### src/include/gate_drv_pkg.sv
// shared constants and types of the four-channel gate driver control
`default_nettype none
package gate_drv_pkg;
	// ==========================================================
	// sizes and timing
	localparam int NUM_CH = 4;
	localparam int CLK_PERIOD_NS = 8;
	localparam int BLANK_W = 12;
	// least times, rounded up to whole cycles
	localparam int TON0_NS = 4000;
	localparam int TON1_NS = 8000;
	localparam int TON2_NS = 16000;
	localparam int TON3_NS = 32000;
	localparam int TOFF_NS = 8000;
	localparam int SLEEP_HOLD_NS = 100000;
	localparam int TON0_CYC = (TON0_NS + CLK_PERIOD_NS - 1) / CLK_PERIOD_NS;
	localparam int TON1_CYC = (TON1_NS + CLK_PERIOD_NS - 1) / CLK_PERIOD_NS;
	localparam int TON2_CYC = (TON2_NS + CLK_PERIOD_NS - 1) / CLK_PERIOD_NS;
	localparam int TON3_CYC = (TON3_NS + CLK_PERIOD_NS - 1) / CLK_PERIOD_NS;
	localparam int TOFF_CYC = (TOFF_NS + CLK_PERIOD_NS - 1) / CLK_PERIOD_NS;
	localparam int SLEEP_CYC =
		(SLEEP_HOLD_NS + CLK_PERIOD_NS - 1) / CLK_PERIOD_NS;

	// ==========================================================
	// register map and fields
	localparam logic [7:0] CMD_ADDR = 8'h00;
	localparam logic [7:0] FAULT_ADDR = 8'h04;
	localparam logic [7:0] STAT_ADDR = 8'h08;
	localparam logic [7:0] CMD_RESET = 8'h00;
	localparam logic [2:0] SYS_RESET = 3'h0;
	localparam int CMD_GATE_BIT = 0;
	localparam int CMD_BLANK_LSB = 1;
	localparam int CMD_CLEAR_BIT = 3;
	localparam int CMD_MASK_BIT = 4;
	localparam int CMD_RDEN_BIT = 5;
	localparam int CMD_CH_LSB = 6;

	// ==========================================================
	// carriers
	typedef struct packed {
		logic mask;
		logic [1:0] blank;
		logic gate;
	} ch_cfg_t;

	// bit order matches fault byte bits 2..0
	typedef struct packed {
		logic ol;
		logic stb;
		logic stg;
	} load_flt_t;

	// bit order matches fault byte bits 5..3
	typedef struct packed {
		logic supply_uv;
		logic pump_uv;
		logic thermal;
	} sys_flt_t;

	typedef struct packed {
		logic drain;
		logic source;
		logic open_load;
	} sense_t;

	// turn-on blank select to cycle count
	function automatic logic [BLANK_W-1:0] blank_cycles(
		input logic [1:0] sel);
		case (sel)
			2'h0: blank_cycles = BLANK_W'(TON0_CYC);
			2'h1: blank_cycles = BLANK_W'(TON1_CYC);
			2'h2: blank_cycles = BLANK_W'(TON2_CYC);
			default: blank_cycles = BLANK_W'(TON3_CYC);
		endcase
	endfunction
endpackage
`default_nettype wire

### src/hw/gate_drv_ctrl.sv
// control and fault management of the four-channel gate driver
// How it works
// - gate drives on while its effective command is high, off while low.
// - effective command is discrete input OR the written gate bit.
// - drain/source comparator results decide short faults per channel.
// - reset pin low clears all latched channel faults.
// - reset pin low returns input and fault registers to defaults.
// - reset pin held low past the hold time enters sleep.
// - output enable low forces every gate output off.
// - fault pin asserts low while any system or load fault exists.
// - power-up reset loads the fault register with zeros.
// - sleep turns off pump and regulator and blocks writes and fault-byte reads.
// - entering sleep clears input and fault registers.
// - system faults are never stored in channel fault registers.
// - system flags stay latched until the fault byte is read or the reset pin goes low.
// - load faults latch per channel into fault bits 2..0 on report.
// - masking and clearing act only on the selected channel.
// - command bits 7..6 select channel 1 to 4 as 00 to 11.
// - clear bit clears that channel's latch; gate follows again.
// - short to ground after blank latches, gates off, flags fault.
// - pump undervoltage disables all outputs; thermal only flags.
`default_nettype none
module gate_drv_ctrl #(
	parameter int SLEEP_CYCLES = gate_drv_pkg::SLEEP_CYC,
	parameter int SLEEP_W = 16
) (
	input wire logic clk,
	input wire logic rst,
	input wire logic [7:0] addr,
	input wire logic [7:0] wdata,
	input wire logic wr_en,
	input wire logic rd_en,
	output logic [7:0] rdata,
	input wire logic [3:0] gate_command_input,
	input wire logic [3:0] drain_sense_input,
	input wire logic [3:0] source_sense_input,
	input wire logic [3:0] open_load_sense,
	input wire logic output_enable,
	input wire logic reset_sleep_n,
	input wire logic regulator_uv,
	input wire logic pump_uv,
	input wire logic logic_uv,
	input wire logic thermal_warn,
	output logic [3:0] gate_drive_output,
	input wire logic fault_flag_n_i,
	output logic fault_flag_n_o,
	output logic fault_flag_n_oe,
	output logic pump_en,
	output logic regulator_en,
	output logic sleep_mode
);
	localparam int N = gate_drv_pkg::NUM_CH;
	localparam logic [SLEEP_W-1:0] SLEEP_LIM = SLEEP_W'(SLEEP_CYCLES);

	// ==========================================================
	// next reporting channel after the last one, ascending with wrap
	function automatic logic [2:0] next_fault(input logic [3:0] has,
		input logic [1:0] last);
		logic [1:0] c;
		next_fault = 3'h0;
		for (int k = 4; k >= 1; k--) begin
			c = last + 2'(k);
			if (has[c]) begin
				next_fault = {1'b1, c};
			end
		end
	endfunction

	// ==========================================================
	// sleep timing
	logic [SLEEP_W-1:0] low_cnt_q, low_cnt_d;
	logic sleep_q, sleep_d;

	always_comb begin
		if (reset_sleep_n) begin
			low_cnt_d = '0;
		end else if (low_cnt_q != SLEEP_LIM) begin
			low_cnt_d = low_cnt_q + 1'b1;
		end else begin
			low_cnt_d = low_cnt_q;
		end
		sleep_d = !reset_sleep_n && (low_cnt_q == SLEEP_LIM);
	end

	always_ff @(posedge clk) begin
		if (rst) begin
			low_cnt_q <= '0;
			sleep_q <= 1'b0;
		end else begin
			low_cnt_q <= low_cnt_d;
			sleep_q <= sleep_d;
		end
	end

	// ==========================================================
	// command register and per-channel configuration
	logic [7:0] input_q, input_d;
	gate_drv_pkg::ch_cfg_t [N-1:0] cfg_q, cfg_d;
	logic [N-1:0] clr_cmd;
	logic cmd_wr, fault_rd;
	logic [1:0] wch;

	always_comb begin
		// writes and fault-byte reads are dead while asleep or while the reset pin is low
		cmd_wr = wr_en && (addr == gate_drv_pkg::CMD_ADDR) && !sleep_q &&
			reset_sleep_n;
		fault_rd = rd_en && (addr == gate_drv_pkg::FAULT_ADDR) &&
			!sleep_q && reset_sleep_n;
		wch = wdata[gate_drv_pkg::CMD_CH_LSB +: 2];
		input_d = input_q;
		cfg_d = cfg_q;
		clr_cmd = '0;
		if (!reset_sleep_n) begin
			input_d = gate_drv_pkg::CMD_RESET;
			cfg_d = '0;
		end else if (cmd_wr) begin
			input_d = wdata;
			if (wdata[gate_drv_pkg::CMD_RDEN_BIT]) begin
				cfg_d[wch].gate = wdata[gate_drv_pkg::CMD_GATE_BIT];
				cfg_d[wch].blank = wdata[gate_drv_pkg::CMD_BLANK_LSB +: 2];
				cfg_d[wch].mask = wdata[gate_drv_pkg::CMD_MASK_BIT];
				clr_cmd[wch] = wdata[gate_drv_pkg::CMD_CLEAR_BIT];
			end
		end
	end

	always_ff @(posedge clk) begin
		if (rst) begin
			input_q <= gate_drv_pkg::CMD_RESET;
			cfg_q <= '0;
		end else begin
			input_q <= input_d;
			cfg_q <= cfg_d;
		end
	end

	// ==========================================================
	// channels
	gate_drv_pkg::load_flt_t [N-1:0] flt;
	logic [N-1:0] gate;
	logic drive_ok;

	// pump or supply undervoltage drops every output
	assign drive_ok = output_enable && !pump_uv && !logic_uv &&
		!regulator_uv && !sleep_q;

	for (genvar i = 0; i < N; i++) begin : g_ch
		gate_channel u_ch (
			.clk(clk),
			.rst(rst),
			.cmd_on(gate_command_input[i] | cfg_q[i].gate),
			.drive_ok(drive_ok),
			.clear(clr_cmd[i] || !reset_sleep_n),
			.sleep(sleep_q),
			.sense({drain_sense_input[i], source_sense_input[i],
				open_load_sense[i]}),
			.cfg(cfg_q[i]),
			.gate_q(gate[i]),
			.flt_q(flt[i])
		);
	end

	// ==========================================================
	// system flags, fault byte and reporting order
	gate_drv_pkg::sys_flt_t sys_q, sys_d, sys_raw;
	logic [1:0] poll_q, poll_d;
	logic [3:0] has;
	logic [2:0] pick;
	logic [7:0] fault_byte;

	always_comb begin
		sys_raw.supply_uv = regulator_uv || logic_uv;
		sys_raw.pump_uv = pump_uv;
		sys_raw.thermal = thermal_warn;
		for (int i = 0; i < N; i++) begin
			has[i] = |flt[i];
		end
		pick = next_fault(has, poll_q);
		if (pick[2]) begin
			fault_byte = {pick[1:0], sys_q, flt[pick[1:0]]};
		end else begin
			fault_byte = {2'b00, sys_q, 3'b000};
		end
		// a still-present cause sets again over the clear
		if (sleep_d) begin
			sys_d = gate_drv_pkg::SYS_RESET;
		end else if (fault_rd || !reset_sleep_n) begin
			sys_d = sys_raw;
		end else begin
			sys_d = sys_q | sys_raw;
		end
		poll_d = (fault_rd && pick[2]) ? pick[1:0] : poll_q;
		if (!reset_sleep_n) begin
			poll_d = 2'h3;
		end
	end

	always_ff @(posedge clk) begin
		if (rst) begin
			sys_q <= gate_drv_pkg::SYS_RESET;
			poll_q <= 2'h3;
		end else begin
			sys_q <= sys_d;
			poll_q <= poll_d;
		end
	end

	// ==========================================================
	// read port and pins
	logic [7:0] rdata_d;
	logic any_fault;

	always_comb begin
		rdata_d = 8'h00;
		if (rd_en) begin
			if (addr == gate_drv_pkg::CMD_ADDR) begin
				rdata_d = input_q;
			end else if (addr == gate_drv_pkg::FAULT_ADDR) begin
				rdata_d = fault_rd ? fault_byte : 8'h00;
			end else if (addr == gate_drv_pkg::STAT_ADDR) begin
				rdata_d = {fault_flag_n_i, sleep_q, 2'b00, gate};
			end
		end
		any_fault = (|sys_q) || (|sys_raw) || (|has);
	end

	always_ff @(posedge clk) begin
		if (rst) begin
			rdata <= 8'h00;
			fault_flag_n_o <= 1'b0;
			fault_flag_n_oe <= 1'b0;
			pump_en <= 1'b0;
			regulator_en <= 1'b0;
			sleep_mode <= 1'b0;
		end else begin
			rdata <= rdata_d;
			fault_flag_n_o <= 1'b0;
			fault_flag_n_oe <= any_fault && !sleep_d;
			pump_en <= !sleep_d;
			regulator_en <= !sleep_d;
			sleep_mode <= sleep_d;
		end
	end

	assign gate_drive_output = gate;

	// ==========================================================
	// checks
	property p_gate_follow;
		@(posedge clk) disable iff (rst)
		(gate_command_input[0] && drive_ok && flt[0] == '0)
			|=> gate_drive_output[0];
	endproperty
	a_gate_follow: assert property (p_gate_follow)
		else $error("channel 1 gate ignores its command");

	property p_enable_off;
		@(posedge clk) disable iff (rst)
		!output_enable |=> gate_drive_output == 4'h0;
	endproperty
	a_enable_off: assert property (p_enable_off)
		else $error("gate on while output enable low");

	property p_pin_clear;
		@(posedge clk) disable iff (rst)
		(!reset_sleep_n && drain_sense_input == 4'h0 &&
			source_sense_input == 4'h0 && open_load_sense == 4'h0)
			|=> (has == 4'h0 && input_q == 8'h00);
	endproperty
	a_pin_clear: assert property (p_pin_clear)
		else $error("reset pin low left faults latched");

	property p_sleep_entry;
		@(posedge clk) disable iff (rst)
		(!reset_sleep_n && low_cnt_q == SLEEP_LIM) |=> sleep_q;
	endproperty
	a_sleep_entry: assert property (p_sleep_entry)
		else $error("no sleep after hold time");

	property p_sleep_off;
		@(posedge clk) disable iff (rst)
		sleep_q |-> (!pump_en && !regulator_en && sys_q == '0 &&
			cfg_q == '0);
	endproperty
	a_sleep_off: assert property (p_sleep_off)
		else $error("circuits or registers alive in sleep");

	property p_fault_pin;
		@(posedge clk) disable iff (rst)
		(reset_sleep_n && (|sys_raw || |has)) |=> fault_flag_n_oe;
	endproperty
	a_fault_pin: assert property (p_fault_pin)
		else $error("fault pin not asserted");

	property p_sys_hold;
		@(posedge clk) disable iff (rst)
		(sys_q.thermal && !fault_rd && reset_sleep_n) |=> sys_q.thermal;
	endproperty
	a_sys_hold: assert property (p_sys_hold)
		else $error("thermal flag dropped before read");

	property p_power_zero;
		@(posedge clk) rst |=> (sys_q == '0 && rdata == 8'h00);
	endproperty
	a_power_zero: assert property (p_power_zero)
		else $error("fault register not zero after power up");

	property p_ch_select;
		@(posedge clk) disable iff (rst)
		(cmd_wr && wdata[7:5] == 3'b101) |=>
			cfg_q[2].gate == $past(wdata[0]);
	endproperty
	a_ch_select: assert property (p_ch_select)
		else $error("address 10 did not reach channel 3");

	c_sleep: cover property (@(posedge clk) disable iff (rst)
		$rose(sleep_q));
	c_multi: cover property (@(posedge clk) disable iff (rst)
		fault_rd && has[1] && has[3]);
	c_sys_read: cover property (@(posedge clk) disable iff (rst)
		fault_rd && sys_q.pump_uv);
endmodule // gate_drv_ctrl
`default_nettype wire

### src/hw/gate_channel.sv
// one output channel: gate decision, blank timers, latched load faults
`default_nettype none
module gate_channel (
	input wire logic clk,
	input wire logic rst,
	input wire logic cmd_on,
	input wire logic drive_ok,
	input wire logic clear,
	input wire logic sleep,
	input wire gate_drv_pkg::sense_t sense,
	input wire gate_drv_pkg::ch_cfg_t cfg,
	output logic gate_q,
	output gate_drv_pkg::load_flt_t flt_q
);
	// ==========================================================
	// gate and fault state
	logic gate_d;
	logic [gate_drv_pkg::BLANK_W-1:0] cnt_q, cnt_d, lim;
	logic armed;
	gate_drv_pkg::load_flt_t flt_d, set;

	always_comb begin
		// off-state faults hold the gate off unless masked
		gate_d = cmd_on && drive_ok && !flt_q.stg && !sleep &&
			!(!cfg.mask && (flt_q.stb || flt_q.ol));
		lim = gate_q ? gate_drv_pkg::blank_cycles(cfg.blank) :
			gate_drv_pkg::BLANK_W'(gate_drv_pkg::TOFF_CYC);
		armed = (cnt_q == lim);
		if (gate_q != gate_d) begin
			cnt_d = '0;
		end else if (!armed) begin
			cnt_d = cnt_q + 1'b1;
		end else begin
			cnt_d = cnt_q;
		end
		set.stg = gate_q && armed && sense.drain;
		set.stb = !gate_q && armed && sense.source && !cfg.mask;
		set.ol = !gate_q && armed && sense.open_load && !cfg.mask;
		// detection wins over a clear in the same cycle
		flt_d = (clear || sleep) ? set : (flt_q | set);
	end

	always_ff @(posedge clk) begin
		if (rst) begin
			gate_q <= 1'b0;
			cnt_q <= '0;
			flt_q <= '0;
		end else begin
			gate_q <= gate_d;
			cnt_q <= cnt_d;
			flt_q <= flt_d;
		end
	end

	// ==========================================================
	// checks
	property p_stg_off;
		@(posedge clk) disable iff (rst)
		flt_q.stg |=> !gate_q;
	endproperty
	a_stg_off: assert property (p_stg_off)
		else $error("gate stays on with a latched short to ground");
	c_stg_latch: cover property (@(posedge clk) disable iff (rst)
		$rose(flt_q.stg));
endmodule // gate_channel
`default_nettype wire

### config.mk
export PLATFORM = sky130hd
export DESIGN_NAME = gate_drv_ctrl
export DESIGN_NICKNAME = d
export VERILOG_FILES = /design/src/include/gate_drv_pkg.sv /design/src/hw/gate_drv_ctrl.sv /design/src/hw/gate_channel.sv
export SDC_FILE = /design/constraint.sdc
export NUM_CORES = 1
export LEC_CHECK = 0
export BUFFER_PORTS_ARGS = -buffer_cell sky130_fd_sc_hd__buf_2
export CAP_MARGIN = 20
export CORE_ASPECT_RATIO = 1.25
export CORE_UTILIZATION = 38
export DETAILED_ROUTE_END_ITERATION = 12
export GPL_TIMING_DRIVEN = 0
export HOLD_SLACK_MARGIN = 0.12
export PLACE_DENSITY_LB_ADDON = 0.3
export SYNTH_ARGS = -nofsm -noshare
export SYNTH_HDL_FRONTEND = slang
export SYNTH_HIERARCHICAL = 1
export SYNTH_SLANG_ARGS = --single-unit
export TNS_END_PERCENT = 20
### constraint.sdc
create_clock -name clk -period 4.9 [get_ports clk]
set_input_delay 0.245 -clock clk [delete_from_list [all_inputs] [get_ports clk]]
set_output_delay 0.245 -clock clk [all_outputs]
set_load 0.05 [all_outputs]
## Word-level counts from Yosys, hierarchy flattened

Index checks and enable logic that the tools add are counted.

- Register bits: 120
- Logic and storage cells: 256

- Multiplexer cells: 46
- $lt $le $gt $ge: 7
- $add $sub $neg: 8
- Bitwise operators: 12
- Equality and inequality tests: 20
- Reductions and logical operators: 121

Operators by type and width:

| operator | count |
|---|---|
| $pmux W12 S3 | 4 |
| $logic_and A1 B1 Y1 | 62 |
| $add A12 B1 Y12 const B | 4 |
| $bwmux W16 | 3 |
| $eq A12 B12 Y1 | 4 |
| $mux W12 | 4 |
| $mux W8 | 5 |
| $mux W3 | 11 |
| $demux W4 S2 | 3 |
| $logic_not A1 Y1 | 22 |
| $lt A2 B3 Y1 const B | 6 |
| $reduce_or A3 Y1 | 6 |
| $add A16 B1 Y16 const B | 1 |
| $eq A16 B14 Y1 const B | 1 |
| $logic_or A1 B1 Y1 | 16 |
| $mux W4 | 4 |
| $ne A16 B14 Y1 const B | 1 |
| $reduce_or A2 Y1 | 8 |
| $or A3 B3 Y3 | 5 |
| $reduce_or A12 Y1 | 1 |
| $bmux W1 S2 | 4 |
| $eq A2 B1 Y1 const B | 4 |
| $eq A2 B2 Y1 const B | 4 |
| $eq A8 B3 Y1 const B | 1 |
| other kinds (14) | 30 |

## Longest topological paths before layout

Gate-level depths: netlist (run 1).

- Depth after elaboration: 13
- Gate-level depth with buffers: 8

## By module

Netlist (run 1), hierarchy kept.

Modules (own cells, without submodules):

| module | area each (um2) | cells each | instances | sequential area each (um2) |
|---|---|---|---|---|
| gate_channel | 950.9 | 117 | 4 | 320.3 |
| gate_drv_ctrl | 2701.3 | 308 | 1 | 1121.1 |

## Worst setup path after synthesis (run 1)

No wires, ideal clock.

- Path type: flip-flop to flip-flop
- Start: register g_ch[0].u_ch.gate_q
- End: register g_ch[0].u_ch/flt_q[0] (netlist bit)
- Library setup time: 0.070 ns
- Cell stages (with the launch flop): 6
- Arrival: 2.243 ns
- Required time: 4.830 ns
- Path slack: 2.587 ns
- Buffers on the path: 0
- Cell sequence: dfxtp_1 -> or3b_4 -> or3_1 -> and3_4 -> or4_1 -> a21oi_1

- Word-level cells in the longest chain between the ends: 6

RTL lines:

| item | RTL line | RTL |
|---|---|---|
| start, declared | gate_channel.sv:12 | `output logic gate_q,` |
| start signal, assigned | gate_channel.sv:49 | `gate_q <= gate_d;` |
| $mux W12 | gate_channel.sv:26 | `lim = gate_q ? gate_drv_pkg::blank_cycles(cfg.blank) :` |
| $eq A12 B12 Y1 | gate_channel.sv:28 | `armed = (cnt_q == lim);` |
| $logic_and A1 B1 Y1 * (2 in series) | gate_channel.sv:36 | `set.stg = gate_q && armed && sense.drain;` |
| $or A3 B3 Y3 | gate_channel.sv:40 | `flt_d = (clear \|\| sleep) ? set : (flt_q \| set);` |
| $mux W3 * | gate_channel.sv:40 |  |
| end signal, assigned | gate_channel.sv:51 | `flt_q <= flt_d;` |
| end, declared | gate_channel.sv:13 | `output gate_drv_pkg::load_flt_t flt_q` |

Every way passes the cells marked *; elsewhere a longest branch is shown, timed or not.
A chain may end at the register's enable or synchronous reset.

## Worst setup path after layout (run 1)

- Start: input port pump_uv
- End: register g_ch[2].u_ch/cnt_q[0] (netlist bit)

- Word-level cells in the longest chain between the ends: 11

RTL lines:

| item | RTL line | RTL |
|---|---|---|
| start, declared | gate_drv_ctrl.sv:41 | `input wire logic pump_uv,` |
| $logic_not A1 Y1 | gate_drv_ctrl.sv:144 | `assign drive_ok = output_enable && !pump_uv && !logic_uv &&` |
| $logic_and A1 B1 Y1 (3 in series) | gate_drv_ctrl.sv:144 |  |
| $logic_and A1 B1 Y1 | gate_drv_ctrl.sv:145 | `!regulator_uv && !sleep_q;` |
| net drive_ok | gate_drv_ctrl.sv:141 | `logic drive_ok;` |
| $logic_and A1 B1 Y1 (4 in series) | gate_channel.sv:24 | `gate_d = cmd_on && drive_ok && !flt_q.stg && !sleep &&` |
| $ne A1 B1 Y1 | gate_channel.sv:29 | `if (gate_q != gate_d) begin` |
| $reduce_or A2 Y1 (no line) | n/a |  |
| end signal, assigned | gate_channel.sv:50 | `cnt_q <= cnt_d;` |
| end, declared | gate_channel.sv:18 | `logic [gate_drv_pkg::BLANK_W-1:0] cnt_q, cnt_d, lim;` |

The timed path passes the listed nets, and every way through them passes these cells.

==> results.txt, run 1 <==
- IR analysis of the VDD net gives a maximum drop of 0.0002226 V.
- Total iterations of the first detailed-routing run: 5
* Setup TNS Final: 0 ps
- Type of the worst min-delay path: in -> reg
- Starting density of the core: 0.3877
* Utilization after layout: 0.4604
- In the routed layout, each cell is associated on average with a via count of 5.315.
* Synth async-reset ratio: 0
* GRT Overall Usage: 0.1884
* Number of routed nets with antenna violations: 0
* Setup-failing EPs final: 0
- CTS tree: built
- Vertical die dimension: 148.3 um
- Counting flops and latches in the post-synthesis netlist gives 120.
- The share of synthesized area in the top cell type comes to 0.3693.
- Leakage power of the design: 2.832 nW
* Filler cell count: 1653
- When the netlist entered floorplanning its net count stood at 829.
- The clock arrives with 6.022 ps of skew.
- After legalization and detailed placement, the total HPWL measured 11.63 mm.
- The flow ran to the end, and the final reports show no timing, DRC or antenna violations.
- Horizontal die dimension: 119.0 um
- Die area: 17650 um^2
- The synthesized design contains 0 enable-type register cells.
* Count of buffers added by post-CTS timing repair for setup: 0
- The cell count after synthesis came out at 776.
* CTS max path bufs: 2
* Hold depth: 3
- In the final routed layout, each cell accounts on average for 14.52 um.
* Ratio of cells with drive above 1 in the final layout: 0.1693
- Reg-to-reg setup timing slack: 2550 ps
- Synthesized cell area: 6505 um^2
- DR vias: 5825
- The endpoint identified for the worst register-to-register timing path is g_ch[2].u_ch/cnt_q[0]$_SDFFE_PP0P_.
- Worst max-slew margin expressed relative to the limit: 0.5432
- The number of antenna violations at the first check in global routing came to 2.
- Maximum fanout count along the critical path: 10
* Synthesis warning total: 6
- Drt first-iter violations: 405
- For hold timing, the worst endpoint is input_q[6]$_SDFFE_PP0P_.
- Dividing total power by cell area gives a power density of 301.3 nW/um^2.
* Vias in the first global route: 5482
- Number of unique standard cell types used by synthesis: 69
- The final layout contains routed wiring with a total length of 15.92 mm.
* RSZ-0062 raised after global routing: no
- Shortest period the worst path allows: 2527 ps
* Share of the cycle needed by the critical path after routing: 0.5157
- Global-route wire length before repair: 26.52 mm
- Summing all flip-flop and latch instances after layout gives 2402 um^2.
* Number of sinks on the clock net: 120
* Launch instance of the worst min-delay path: wdata[6]
- The count of pins over their slew limit came to 0.
* Number of nets in the finished design: 914
- Of the synthesized area, sequential elements account for 0.3693.
* Number of top-level pins: 60
* Clock transition at the registers of the reported paths: 60 ps
- In the post-synthesis netlist, the biggest area contributors are sky130_fd_sc_hd__dfxtp_1 (37%), sky130_fd_sc_hd__nor2_1 (5.1%), sky130_fd_sc_hd__nand2_1 (4.3%).
- The worst setup path is launched from an input port.
- The biggest area contributor in the post-synthesis netlist is sky130_fd_sc_hd__dfxtp_1.
- The clock tree synthesis step divided the H-tree into 4 levels.
- Worst Tran Pin Value: 683.0 ps
- Worst r2r path cells: 6
* Critical path arrival: 2860 ps
* Number of buffers created by CTS: 17
- Once routing completed, OpenROAD measured the worst setup slack at 2373 ps.
- Gates resized, CTS repair: 0
- A synthesized cell averages 8.383 um^2.
- The total overflow left after global routing is 0.
- Hold violation total from the final report: 0
- Most used flip-flop cell after synthesis: sky130_fd_sc_hd__dfxtp_1
- In the final layout, the multi-input gates occupy 3875 um^2.
- The congestion estimate from routability-driven global placement came to 0.9159.
- In the routed design, unresolved DRC markers number 0.
* Max-cap violations: 0
* Required @ worst endpoint: 5240 ps
* Type of the worst setup path: in -> reg
- From synthesis to final layout, the design area changed by 18.73%.
- The worst register-to-register path begins at sleep_mode$_SDFF_PP0_.
* Highest clock rate: 0.3957 GHz
- Port buffering added 58 buffers.
- Prior to clock tree synthesis, the placed netlist has a worst setup slack of 2483 ps.
* Maximum number of pins on one net before global-route repair: 30
- Kind of end point of the critical path: flip-flop
- CTS Root Buffer Type: sky130_fd_sc_hd__clkbuf_16
- Row count: 53
- At the later pin of the worst-skew pair, clock insertion delay measures 410 ps.
- Core Region: 16780 um^2
* Post-CTS Hold Fix Bufs: 8
- Final Hold Slack: 139.1 ps
==> worst max-delay path by stage <==
stage / from / end / slack (ps) / cells past startpoint
5_1_grt: pump_uv / g_ch[2].u_ch/cnt_q[0]$_SDFFE_PP0P_ / 2140 / 9
3_5_place_dp: pump_uv / g_ch[2].u_ch/cnt_q[0]$_SDFFE_PP0P_ / 2480 / 8
6_report: pump_uv / g_ch[2].u_ch/cnt_q[0]$_SDFFE_PP0P_ / 2370 / 9
3_3_place_gp: pump_uv / g_ch[2].u_ch/cnt_q[0]$_SDFFE_PP0P_ / 2510 / 8
4_1_cts: pump_uv / g_ch[2].u_ch/cnt_q[0]$_SDFFE_PP0P_ / 2390 / 9
2_1_floorplan: g_ch[0].u_ch/gate_q$_SDFF_PP0_ / g_ch[0].u_ch/flt_q[0]$_SDFF_PP0_ / 2590 / 5
==> logic make-up (layout without fill, tap and decap cells) <==
family	after synthesis	in the layout	synth area share
AND/OR/NAND/NOR	379	379	0.3264
AO/OA/AOI/OAI	133	133	0.1404
flip-flops	120	120	0.3693
buffers and inverters	56	154	0.03501
XOR/XNOR	49	49	0.06597
multiplexers	28	28	0.04309
adder cells (fa/ha/maj)	10	10	0.01923
other	1	3	0.0005765
==> critical path: stages <==
cell	delay, ps
sky130_fd_sc_hd__dlygate4sd3_1	540
sky130_fd_sc_hd__buf_2	130
sky130_fd_sc_hd__nor3_1	220
sky130_fd_sc_hd__and3b_1	320
sky130_fd_sc_hd__nand4bb_1	220
sky130_fd_sc_hd__o21ai_0	240
sky130_fd_sc_hd__or3b_2	450
sky130_fd_sc_hd__clkbuf_1	250
sky130_fd_sc_hd__nor3_1	230
==> per-layer routing <==
| layer | wire (um) | track usage | share of wire | up-vias |
|---|---|---|---|---|
| met5 | 0 | 0 | 0 | - |
| met3 | 685 | 0.04755 | 0.043 | 20 |
| met2 | 7757 | 0.3235 | 0.49 | 100 |
| met4 | 318 | 0.07658 | 0.020 | 0 |
| li1 | - | - | - | 2954 |
| met1 | 7155 | 0.2230 | 0.45 | 2751 |
==> registers in the layout (all words and copies together) (netlist names) <==
register and count:
sys_q 3, input_q 8, cfg_q 16, g_ch.u_ch/cnt_q 48
regulator_en 1, low_cnt_q 16, poll_q 2, rdata 8
g_ch.u_ch/gate_q 4, fault_flag_n_oe 1, g_ch.u_ch/flt_q 12, sleep_mode 1
==> power by group <==
group / leakage [nW] / switching [W] / internal (W)
combinational: 1.58 / 0.0000767 / 0.0000503
sequential: 0.971 / 0.0000139 / 0.000989
clock: 0.282 / 0.000488 / 0.000710
total: 2.83 / 0.000579 / 0.00175
==> metrics by stage <==
| step | cell area, um^2 | power [W] | cells |
|---|---|---|---|
| 3_5_place_dp | 7071 | 0.001145 | 1054 |
| 2_1_floorplan | 6505 | 0.001092 | 776 |
| 3_3_place_gp | 7071 | 0.001145 | 1054 |
| 5_1_grt | 7719 | 0.002424 | 1094 |
| 6_report | 7724 | 0.002328 | 1096 |
| 4_1_cts | 7719 | 0.002358 | 1094 |
==> layout make-up <==
cell class	count	share of cell area
multi-input combinational	600	0.5017
clock inverter	14	0.01798
tap	220	0.03564
buffer	31	0.01733
sequential	120	0.3110
clock buffer	18	0.05556
antenna	2	0.0006480
inverter	25	0.01215
timing repair buffer	66	0.04795
==> synthesized netlist by cell type, types with 15 or more instances <==
cell                       instances
sky130_fd_sc_hd__xnor2_1          23
sky130_fd_sc_hd__a21oi_1          41
sky130_fd_sc_hd__nand2b_1         21
sky130_fd_sc_hd__clkbuf_1         22
sky130_fd_sc_hd__mux2i_1          28
sky130_fd_sc_hd__nand2_1          75
sky130_fd_sc_hd__dfxtp_1         120
sky130_fd_sc_hd__nand3_1          40
sky130_fd_sc_hd__nor3b_1          16
sky130_fd_sc_hd__xor2_1           26
sky130_fd_sc_hd__nand4_1          24
sky130_fd_sc_hd__inv_1            25
sky130_fd_sc_hd__o21ai_0          15
sky130_fd_sc_hd__nor2_1           89
sky130_fd_sc_hd__nor3_1           18
==> cells in the final DEF (no fill, tap or decap), types with 10 or more instances in the layout <==
| master | n |
|---|---|
| sky130_fd_sc_hd__nand2_1 | 75 |
| sky130_fd_sc_hd__nor2_1 | 89 |
| sky130_fd_sc_hd__dfxtp_1 | 120 |
| sky130_fd_sc_hd__a21oi_1 | 41 |
| sky130_fd_sc_hd__nand3_1 | 40 |
| sky130_fd_sc_hd__and3_1 | 12 |
| sky130_fd_sc_hd__clkbuf_1 | 23 |
| sky130_fd_sc_hd__or3_1 | 13 |
| sky130_fd_sc_hd__inv_1 | 25 |
| sky130_fd_sc_hd__mux2i_1 | 28 |
| sky130_fd_sc_hd__nand2b_1 | 21 |
| sky130_fd_sc_hd__o21ai_0 | 15 |
| sky130_fd_sc_hd__nor3_1 | 18 |
| sky130_fd_sc_hd__xnor2_1 | 23 |
| sky130_fd_sc_hd__a31oi_1 | 14 |
| sky130_fd_sc_hd__ha_1 | 10 |
| sky130_fd_sc_hd__nor3b_1 | 16 |
| sky130_fd_sc_hd__nand4_1 | 24 |
| sky130_fd_sc_hd__clkbuf_16 | 17 |
| sky130_fd_sc_hd__buf_2 | 63 |
| sky130_fd_sc_hd__xor2_1 | 26 |
Note: power is estimated with default switching activity, not from simulation.
==> run 2, diff against run 1 <==
Settings changed: ABC_AREA set to 1.
Clock period 4.9 ns to 2.6 ns, I/O delays scaled along.
==> results.txt, run 2 <==
- Most common cell type on the critical path: sky130_fd_sc_hd__nand2_1
- Required @ worst endpoint: 2940 ps
- The number of setup buffers added after CTS is 0.
* Ordered cell list for the critical path: inv_1, nand3_1, nor3_2, nand2_1, nor3_1, o21ai_1, nand2_1, nand2_1, nor2_4, inv_1, a21oi_1
- Entering global routing, the biggest net connects 25 pins.
- CP max stage cell: sky130_fd_sc_hd__dfxtp_1
* CTS Root Buffer Type: sky130_fd_sc_hd__clkbuf_16
- In the final layout, the share of cells above drive strength 1 is 0.1384.
* Utilization after layout: 0.4713
- Vias in the first global route: 6472
- Setup violations remaining at the end of the flow were counted as 0.
- The total count of hold-check failures in the final report was 0.
- Kind of end point of the critical path: flip-flop
- Drt total wl: 17.40 mm
- Dividing the detail-routed wire length by the instance count gives 12.61 um.
- Highest clock rate: 0.4286 GHz
- Synthesized cell area: 6832 um^2
- The register with the most flip-flops in the layout has 48 of them.
* Leading cell types in the layout, fill and taps excluded: sky130_fd_sc_hd__nand2_1 (213), sky130_fd_sc_hd__inv_1 (150), sky130_fd_sc_hd__nor2_1 (125)
- Cells taking the most area after synthesis: sky130_fd_sc_hd__dfxtp_1 (35%), sky130_fd_sc_hd__nand2_1 (12%), sky130_fd_sc_hd__inv_1 (8.2%)
- Worst IR drop on VDD: 0.0003870 V
* Number of buffers created by CTS: 17
* Number of routed nets with antenna violations: 0
- Relative to the synthesized area, the layout overhead comes to 20.73%.
* Total iterations of the first detailed-routing run: 5
* Flip-flop and latch count after synthesis: 120
* Register with the highest flop count: g_ch.u_ch/cnt_q
- Cell class contributing the biggest share of worst-path delay: simple AND/OR/NAND/NOR gates
- Counting distinct cell types in the post-synthesis netlist gives 43.
- OpenSTA, run right after detailed placement, puts the worst setup slack at 28.12 ps.
* Type of the worst min-delay path: in -> reg
* Number of sinks on the clock net: 120
* Setup TNS Final: 0 ps
* Critical path arrival: 2680 ps
- For this run, the number of Yosys warnings is 6.
- Setup repair after global routing left no endpoint under its margin.
- After layout, the minimum clock period comes to 2333 ps.
* Worst Tran Pin Value: 861.3 ps
* Maximum single-stage delay on the critical path: 470 ps
- The floorplan step set the die height to 151.9 um.
* Maximum fanout count along the critical path: 11
- Cells after synthesis: 1039
- At the later pin of the worst-skew pair, clock insertion delay measures 420 ps.
- For this run the aggregate overflow at the end of global routing stands at 0.
- In this run the static leakage power is 3.409 nW.
- Most used flip-flop cell after synthesis: sky130_fd_sc_hd__dfxtp_1
* Sequential element share of the synthesized area: 0.3516
- Grt peak-use layer: met2
- For this run, the number of standard cells in the final layout without fillers is 1380.
- In this run the standard cell core region covers 17500 um^2.
- In the global route stage, overall resource usage came out at 0.1971.
* Clock transition at the registers of the reported paths: 50 ps
- Port buffering added 58 buffers.
- In this run, placement finished with an instance count of 1321.
- Counting the fill cells in the layout gives 1776.
- Most frequent cell after synthesis: sky130_fd_sc_hd__nand2_1
* Starting density of the core: 0.3904
- Largest registers: g_ch.u_ch/cnt_q x48, cfg_q x16, low_cnt_q x16
- Number of top-level pins: 60
- H-tree levels: 4
- The count of pins over their slew limit was 0.
* DP Wirelength: 13.04 mm
- For this run, global-route usage on met3 was measured as 0.04392.
* Horizontal die dimension: 121.9 um
* CTS tree: built
* Diode insertion count for antenna repair: 0
- Number of nets in the finished design: 1197
- Kind of start point of the critical path: flip-flop
* Worst max-slew margin expressed relative to the limit: 0.4205
* DR vias: 6885
- Via density: 4.989
- Clock tree skew after final layout: 16.06 ps
* Synthesized net count: 1092
- Syn Area/Cell: 6.575 um^2
- The synthesized design contains 0 enable-type register cells.
- The clock passes through at most 2 buffers.
- Routing usage on met2: 0.3288
- Drt first-iter violations: 470
- The number of antenna violations at the first check in global routing was 0.
- In this run the power density over the cells is 533.9 nW/um^2.
- Number of remaining DRC errors: 0
* Share of the cycle needed by the critical path after routing: 0.8974
- In this run the most critical hold path is launched from rst.
* Global-route wire length before repair: 29.46 mm
- Row count: 54
- Startpoint of the worst register-to-register path: sleep_mode$_SDFF_PP0_
- In the synthesized netlist, the cells that appear most often are sky130_fd_sc_hd__nand2_1 (213), sky130_fd_sc_hd__inv_1 (150), sky130_fd_sc_hd__nor2_1 (125), sky130_fd_sc_hd__dfxtp_1 (120), sky130_fd_sc_hd__nand3_1 (111).
- The floorplan step defined a die boundary enclosing 18520 um^2.
- Along the worst hold path, the cell count comes to 2.
- Worst r2r path cells: 11
- Once routing completed, OpenROAD measured the worst setup slack at 266.8 ps.
* Final estimated routing congestion in global placement: 0.9100
- The critical path is of the reg -> reg type.
- The worst hold path terminates at g_ch[2].u_ch/gate_q$_SDFF_PP0_.
* Run status: complete, no violations
* Destination of the worst register-to-register timing path: g_ch[2].u_ch/cnt_q[4]$_SDFFE_PP0P_
- The tool flagged a number of max-cap violations equal to 0.
- Of the post-synthesis cell area, the dominant cell type holds 0.3516.
- The tightest hold path in the finished design has a slack of 158.5 ps.
- Of all cell types, the one taking the most synthesized area is sky130_fd_sc_hd__dfxtp_1.
* Synth async-reset ratio: 0
- Reg-to-reg setup timing slack: 270 ps
* Crit path buf inv count: 2
* GR Layer Usage met1: 0.2433
- Leaving out fill and tap cells, the most frequent cell in the layout is sky130_fd_sc_hd__nand2_1.
[run 2: worst max path at each step]
stage	slack, ps	from	cells after the start	endpoint
6_report	270	sleep_mode$_SDFF_PP0_	11	g_ch[2].u_ch/cnt_q[4]$_SDFFE_PP0P_
5_1_grt	20	sleep_mode$_SDFF_PP0_	11	g_ch[2].u_ch/cnt_q[11]$_SDFFE_PP0P_
4_1_cts	50	sleep_mode$_SDFF_PP0_	11	g_ch[2].u_ch/cnt_q[4]$_SDFFE_PP0P_
3_5_place_dp	30	sleep_mode$_SDFF_PP0_	11	g_ch[2].u_ch/cnt_q[4]$_SDFFE_PP0P_
3_3_place_gp	80	sleep_mode$_SDFF_PP0_	11	g_ch[2].u_ch/cnt_q[4]$_SDFFE_PP0P_
2_1_floorplan	610	sleep_mode$_SDFF_PP0_	8	g_ch[1].u_ch/flt_q[0]$_SDFF_PP0_
[run 2: logic make-up after synthesis]
family	count (synthesis)	synth area share
other cells	1	0.0005489
xor+xnor	15	0.02033
buf+inv	169	0.09926
flops	120	0.3516
fa+ha+maj	10	0.01832
simple gates	553	0.3769
compound gates	171	0.1330
[run 2: what timing repair did]
action,4_1_cts,5_1_grt
endpoints found under the setup margin,0,48
hold endpoints to repair,40,0
resized for setup,0,1
hold buffers,28,0
[run 2: cell type report]
| type | count | area (um^2) | share of cell area |
|---|---|---|---|
| inverter | 158 | 594.3 | 0.07206 |
| buffer | 11 | 83.83 | 0.01016 |
| multi-input combinational | 750 | 3756 | 0.4554 |
| timing repair buffer | 86 | 570.5 | 0.06917 |
| clock inverter | 7 | 68.82 | 0.008343 |
| sequential | 120 | 2402 | 0.2913 |
| clock buffer | 24 | 491.7 | 0.05962 |
| tap | 224 | 280.3 | 0.03398 |
[run 2: stage by stage]
stage / cell area (um^2) / total power (W)
floorplan: 6832 / 0.002081
CTS: 8243 / 0.004456
global placement: 7402 / 0.002177
detailed placement: 7402 / 0.002181
global route: 8248 / 0.004572
finish: 8248 / 0.004403
[run 2: routing by layer]
layer	up-vias	share of wire	wire length [um]
met1	3109	0.47	8122
met2	153	0.47	8170
met5	-	0	0
met3	29	0.044	772
li1	3594	-	-
met4	0	0.019	331
[run 2: report_power, final]
| group | switching (W) | internal (W) | total [W] | leakage [nW] |
|---|---|---|---|---|
| logic | 0.000177 | 0.000113 | 0.000290 | 2.17 |
| clock network | 0.000823 | 0.00140 | 0.00223 | 0.272 |
| registers | 0.0000214 | 0.00186 | 0.00189 | 0.971 |
| total | 0.00102 | 0.00338 | 0.00440 | 3.41 |
[run 2: worst register-to-register path: cells and delay by family, from the launching register on]
kind            cells  cell delay, ps
compound gates      2             280
buf+inv             2             380
flops               1             470
simple gates        7            1140
==> run 3, diff against run 2 <==
Clock period 2.6 ns to 3 ns, I/O delays scaled along.
==> results.txt, run 3 (synthesis results as in run 2) <==
- The run finished with clean final reports.
- The clock tree synthesis step divided the H-tree into 4 levels.
- Hold violation total from the final report: 0
* Shortest period the worst path allows: 2593 ps
* Type of the worst min-delay path: in -> reg
- In the final design database the tool counted 1196 nets.
- For the pin with the worst max-slew slack, the measured transition is 867.0 ps.
- Traced cell by cell, the critical path runs through inv_1, nand3_1, nor3_1, nand2_1, nor3_1, o21ai_1, nand2_1, nand2_1, nor2_4, inv_1, a21oi_1.
- Vertical die dimension: 151.9 um
- Maximum single-stage delay on the critical path: 680 ps
- CTS tree: built
* Starting density of the core: 0.3904
- In the final routed layout, each cell accounts on average for 12.58 um.
- Fill cells in the final layout number 1782.
- From synthesis to final layout, the design area changed by 20.55%.
- Share of the cycle needed by the critical path after routing: 0.8644
* Launch point of the critical path: sleep_mode$_SDFF_PP0_
- Number of routed nets with antenna violations: 0
- Measured along the x axis, the die boundary spans 121.9 um.
- Summing all flip-flop and latch instances after layout gives 2402 um^2.
- Total overflow reported by the global router: 0
- The clock reaches the later pin of the worst-skew pair after 420 ps.
- The number of antenna violations at the first check in global routing is 1.
- Most common cell after layout, fill and taps aside: sky130_fd_sc_hd__nand2_1
- Number of sinks on the clock net: 120
- Summing over every cut layer, the via total after detailed routing is 6861.
* Worst max-slew margin expressed relative to the limit: 0.4176
* Setup TNS Final: 0 ps
- For flop-to-flop paths, the worst setup slack is 410 ps.
- GRT Overall Usage: 0.1970
* CTS max path bufs: 2
* Maximum number of pins on one net before global-route repair: 25
* Required @ worst endpoint: 3340 ps
- Summed over all cells, the static leakage comes to 3.404 nW.
* Power per standard cell area: 462.9 nW/um^2
- The number of setup buffers added after CTS is 0.
- The worst setup path is captured at a flip-flop.
- The first global-routing pass estimated 29.44 mm of wire.
- The largest registers in the layout are g_ch.u_ch/cnt_q x48, cfg_q x16, low_cnt_q x16.
- The floorplan has 54 rows.
* Number of top-level pins: 60
* Net switching power figure: 0.0008820 W
* Final number of max-transition violations: 0
* Vias in the first global route: 6462
- Clock-pin slew was measured on the worst setup and hold paths at 50 ps.
- Across the run, the number of max-cap violations was 0.
* CP max stage cell: sky130_fd_sc_hd__nor3_1
- Worst IR drop on VDD: 0.0003351 V
- At the end of the flow the core is filled with cells to 0.4706.
- Detailed placement finished with a half-perimeter wire length of 13.04 mm.
- Of the cells placed in the final design, the portion with a size suffix greater than 1 is 0.1377.
- Among the stages of the critical path, the cell type that occurs most often is sky130_fd_sc_hd__nand2_1.
- Count of buffers from port buffering: 58
* Highest clock rate: 0.3856 GHz
- Drt first-iter violations: 431
- Sw Share: 0.2313
- Clock tree skew after final layout: 13.20 ps
- Part of the total power dissipated in the clock network: 0.506
- Total iterations of the first detailed-routing run: 5
* Final estimated routing congestion in global placement: 0.9100
- After detailed routing, the number of vias per cell comes to 4.972.
- The total area inside the core boundary comes to 17500 um^2.
* Proportion of power drawn by flip-flops and latches: 0.429
- RSZ-0062 raised after global routing: no
- Cell internal power was estimated by the tool at 0.002930 W.
- Kind of start point of the critical path: flip-flop
- Die area: 18520 um^2
- Counting the buffers created by CTS gives 17.
- Wires add up to 17.37 mm.
- Type of the worst setup path: reg -> reg
- In the final layout, the multi-input gates occupy 3751 um^2.
* Maximum fanout count along the critical path: 11
- Total power: 0.003812 W
- The share of total power dissipated in combinational logic is 0.065.
* CTS Root Buffer Type: sky130_fd_sc_hd__clkbuf_16
* Critical path arrival: 2940 ps
- The register with the most flip-flops in the final layout is g_ch.u_ch/cnt_q.
- In this run the most critical hold path is launched from wdata[5].
* Startpoint of the worst register-to-register path: sleep_mode$_SDFF_PP0_
* Max FFs per register: 48
- Setup-failing EPs final: 0
* Leading cell types in the layout, fill and taps excluded: sky130_fd_sc_hd__nand2_1 (213), sky130_fd_sc_hd__inv_1 (150), sky130_fd_sc_hd__nor2_1 (125)
- Number of remaining DRC errors: 0
==> run 3: changes by cell type in the layout (fill, tap and decap cells not counted), sizes merged <==
cell	delta
diode	+1
dlygate4sd3	-1
==> run 3: timing repair <==
| item | in CTS | in global routing |
|---|---|---|
| resized for setup | 0 | 0 |
| hold buffers | 27 | 0 |
| hold endpoints to repair | 38 | 0 |
==> run 3: final cells by class <==
class                      instances  area share
inverter                         158     0.07217
clock inverter                     7    0.008356
multi-input combinational        750      0.4555
sequential                       120      0.2917
antenna                            1   0.0003039
buffer                            11     0.01018
tap                              224     0.03403
clock buffer                      24     0.05971
timing repair buffer              85     0.06806
==> run 3: power groups by stage <==
stage,combinational (W),clock [W],sequential [W]
4_1_cts,0.000250,0.00198,0.00163
3_5_place_dp,0.000222,0,0.00167
3_3_place_gp,0.000219,0,0.00167
2_1_floorplan,0.000132,0,0.00167
6_report,0.000249,0.00193,0.00163
5_1_grt,0.000281,0.00204,0.00164
==> run 3: path summary, 6_finish.rpt <==
| kind | end | cells after the start |
|---|---|---|
| max reg2reg | g_ch[2].u_ch/cnt_q[4]$_SDFFE_PP0P_ | 11 |
| min | input_q[5]$_SDFFE_PP0P_ | 3 |
| min reg2reg | cfg_q[12]$_SDFFE_PP0P_ | 2 |
| max | g_ch[2].u_ch/cnt_q[4]$_SDFFE_PP0P_ | 11 |
==> run 3: layer usage <==
layer / global-route usage / vias up / wire length, um
met5: 0 / - / 0
met4: 0.07466 / 0 / 302
met3: 0.04505 / 24 / 856
met2: 0.3285 / 162 / 8199
met1: 0.2429 / 3084 / 8006
li1: - / 3591 / -
==> run 3: worst max-delay path, delay by kind of cell, from the launching register on <==
kind | cells | cell delay, ps
AO/OA/AOI/OAI | 2 | 280
AND/OR/NAND/NOR | 7 | 1410
flip-flops | 1 | 470
buffers and inverters | 2 | 360
==> run 3: metrics by stage <==
step	std cells	hold WS, ps	setup WS [ps]	cell area, um^2
after CTS	1379	121.8	445.5	8233
after global routing	1379	165.4	144.6	8233
after floorplan	1039	219.1	1011	6832
after global placement	1321	430.2	475.9	7402
final	1380	150.4	406.7	8235
after detailed placement	1321	434.6	428.1	7402
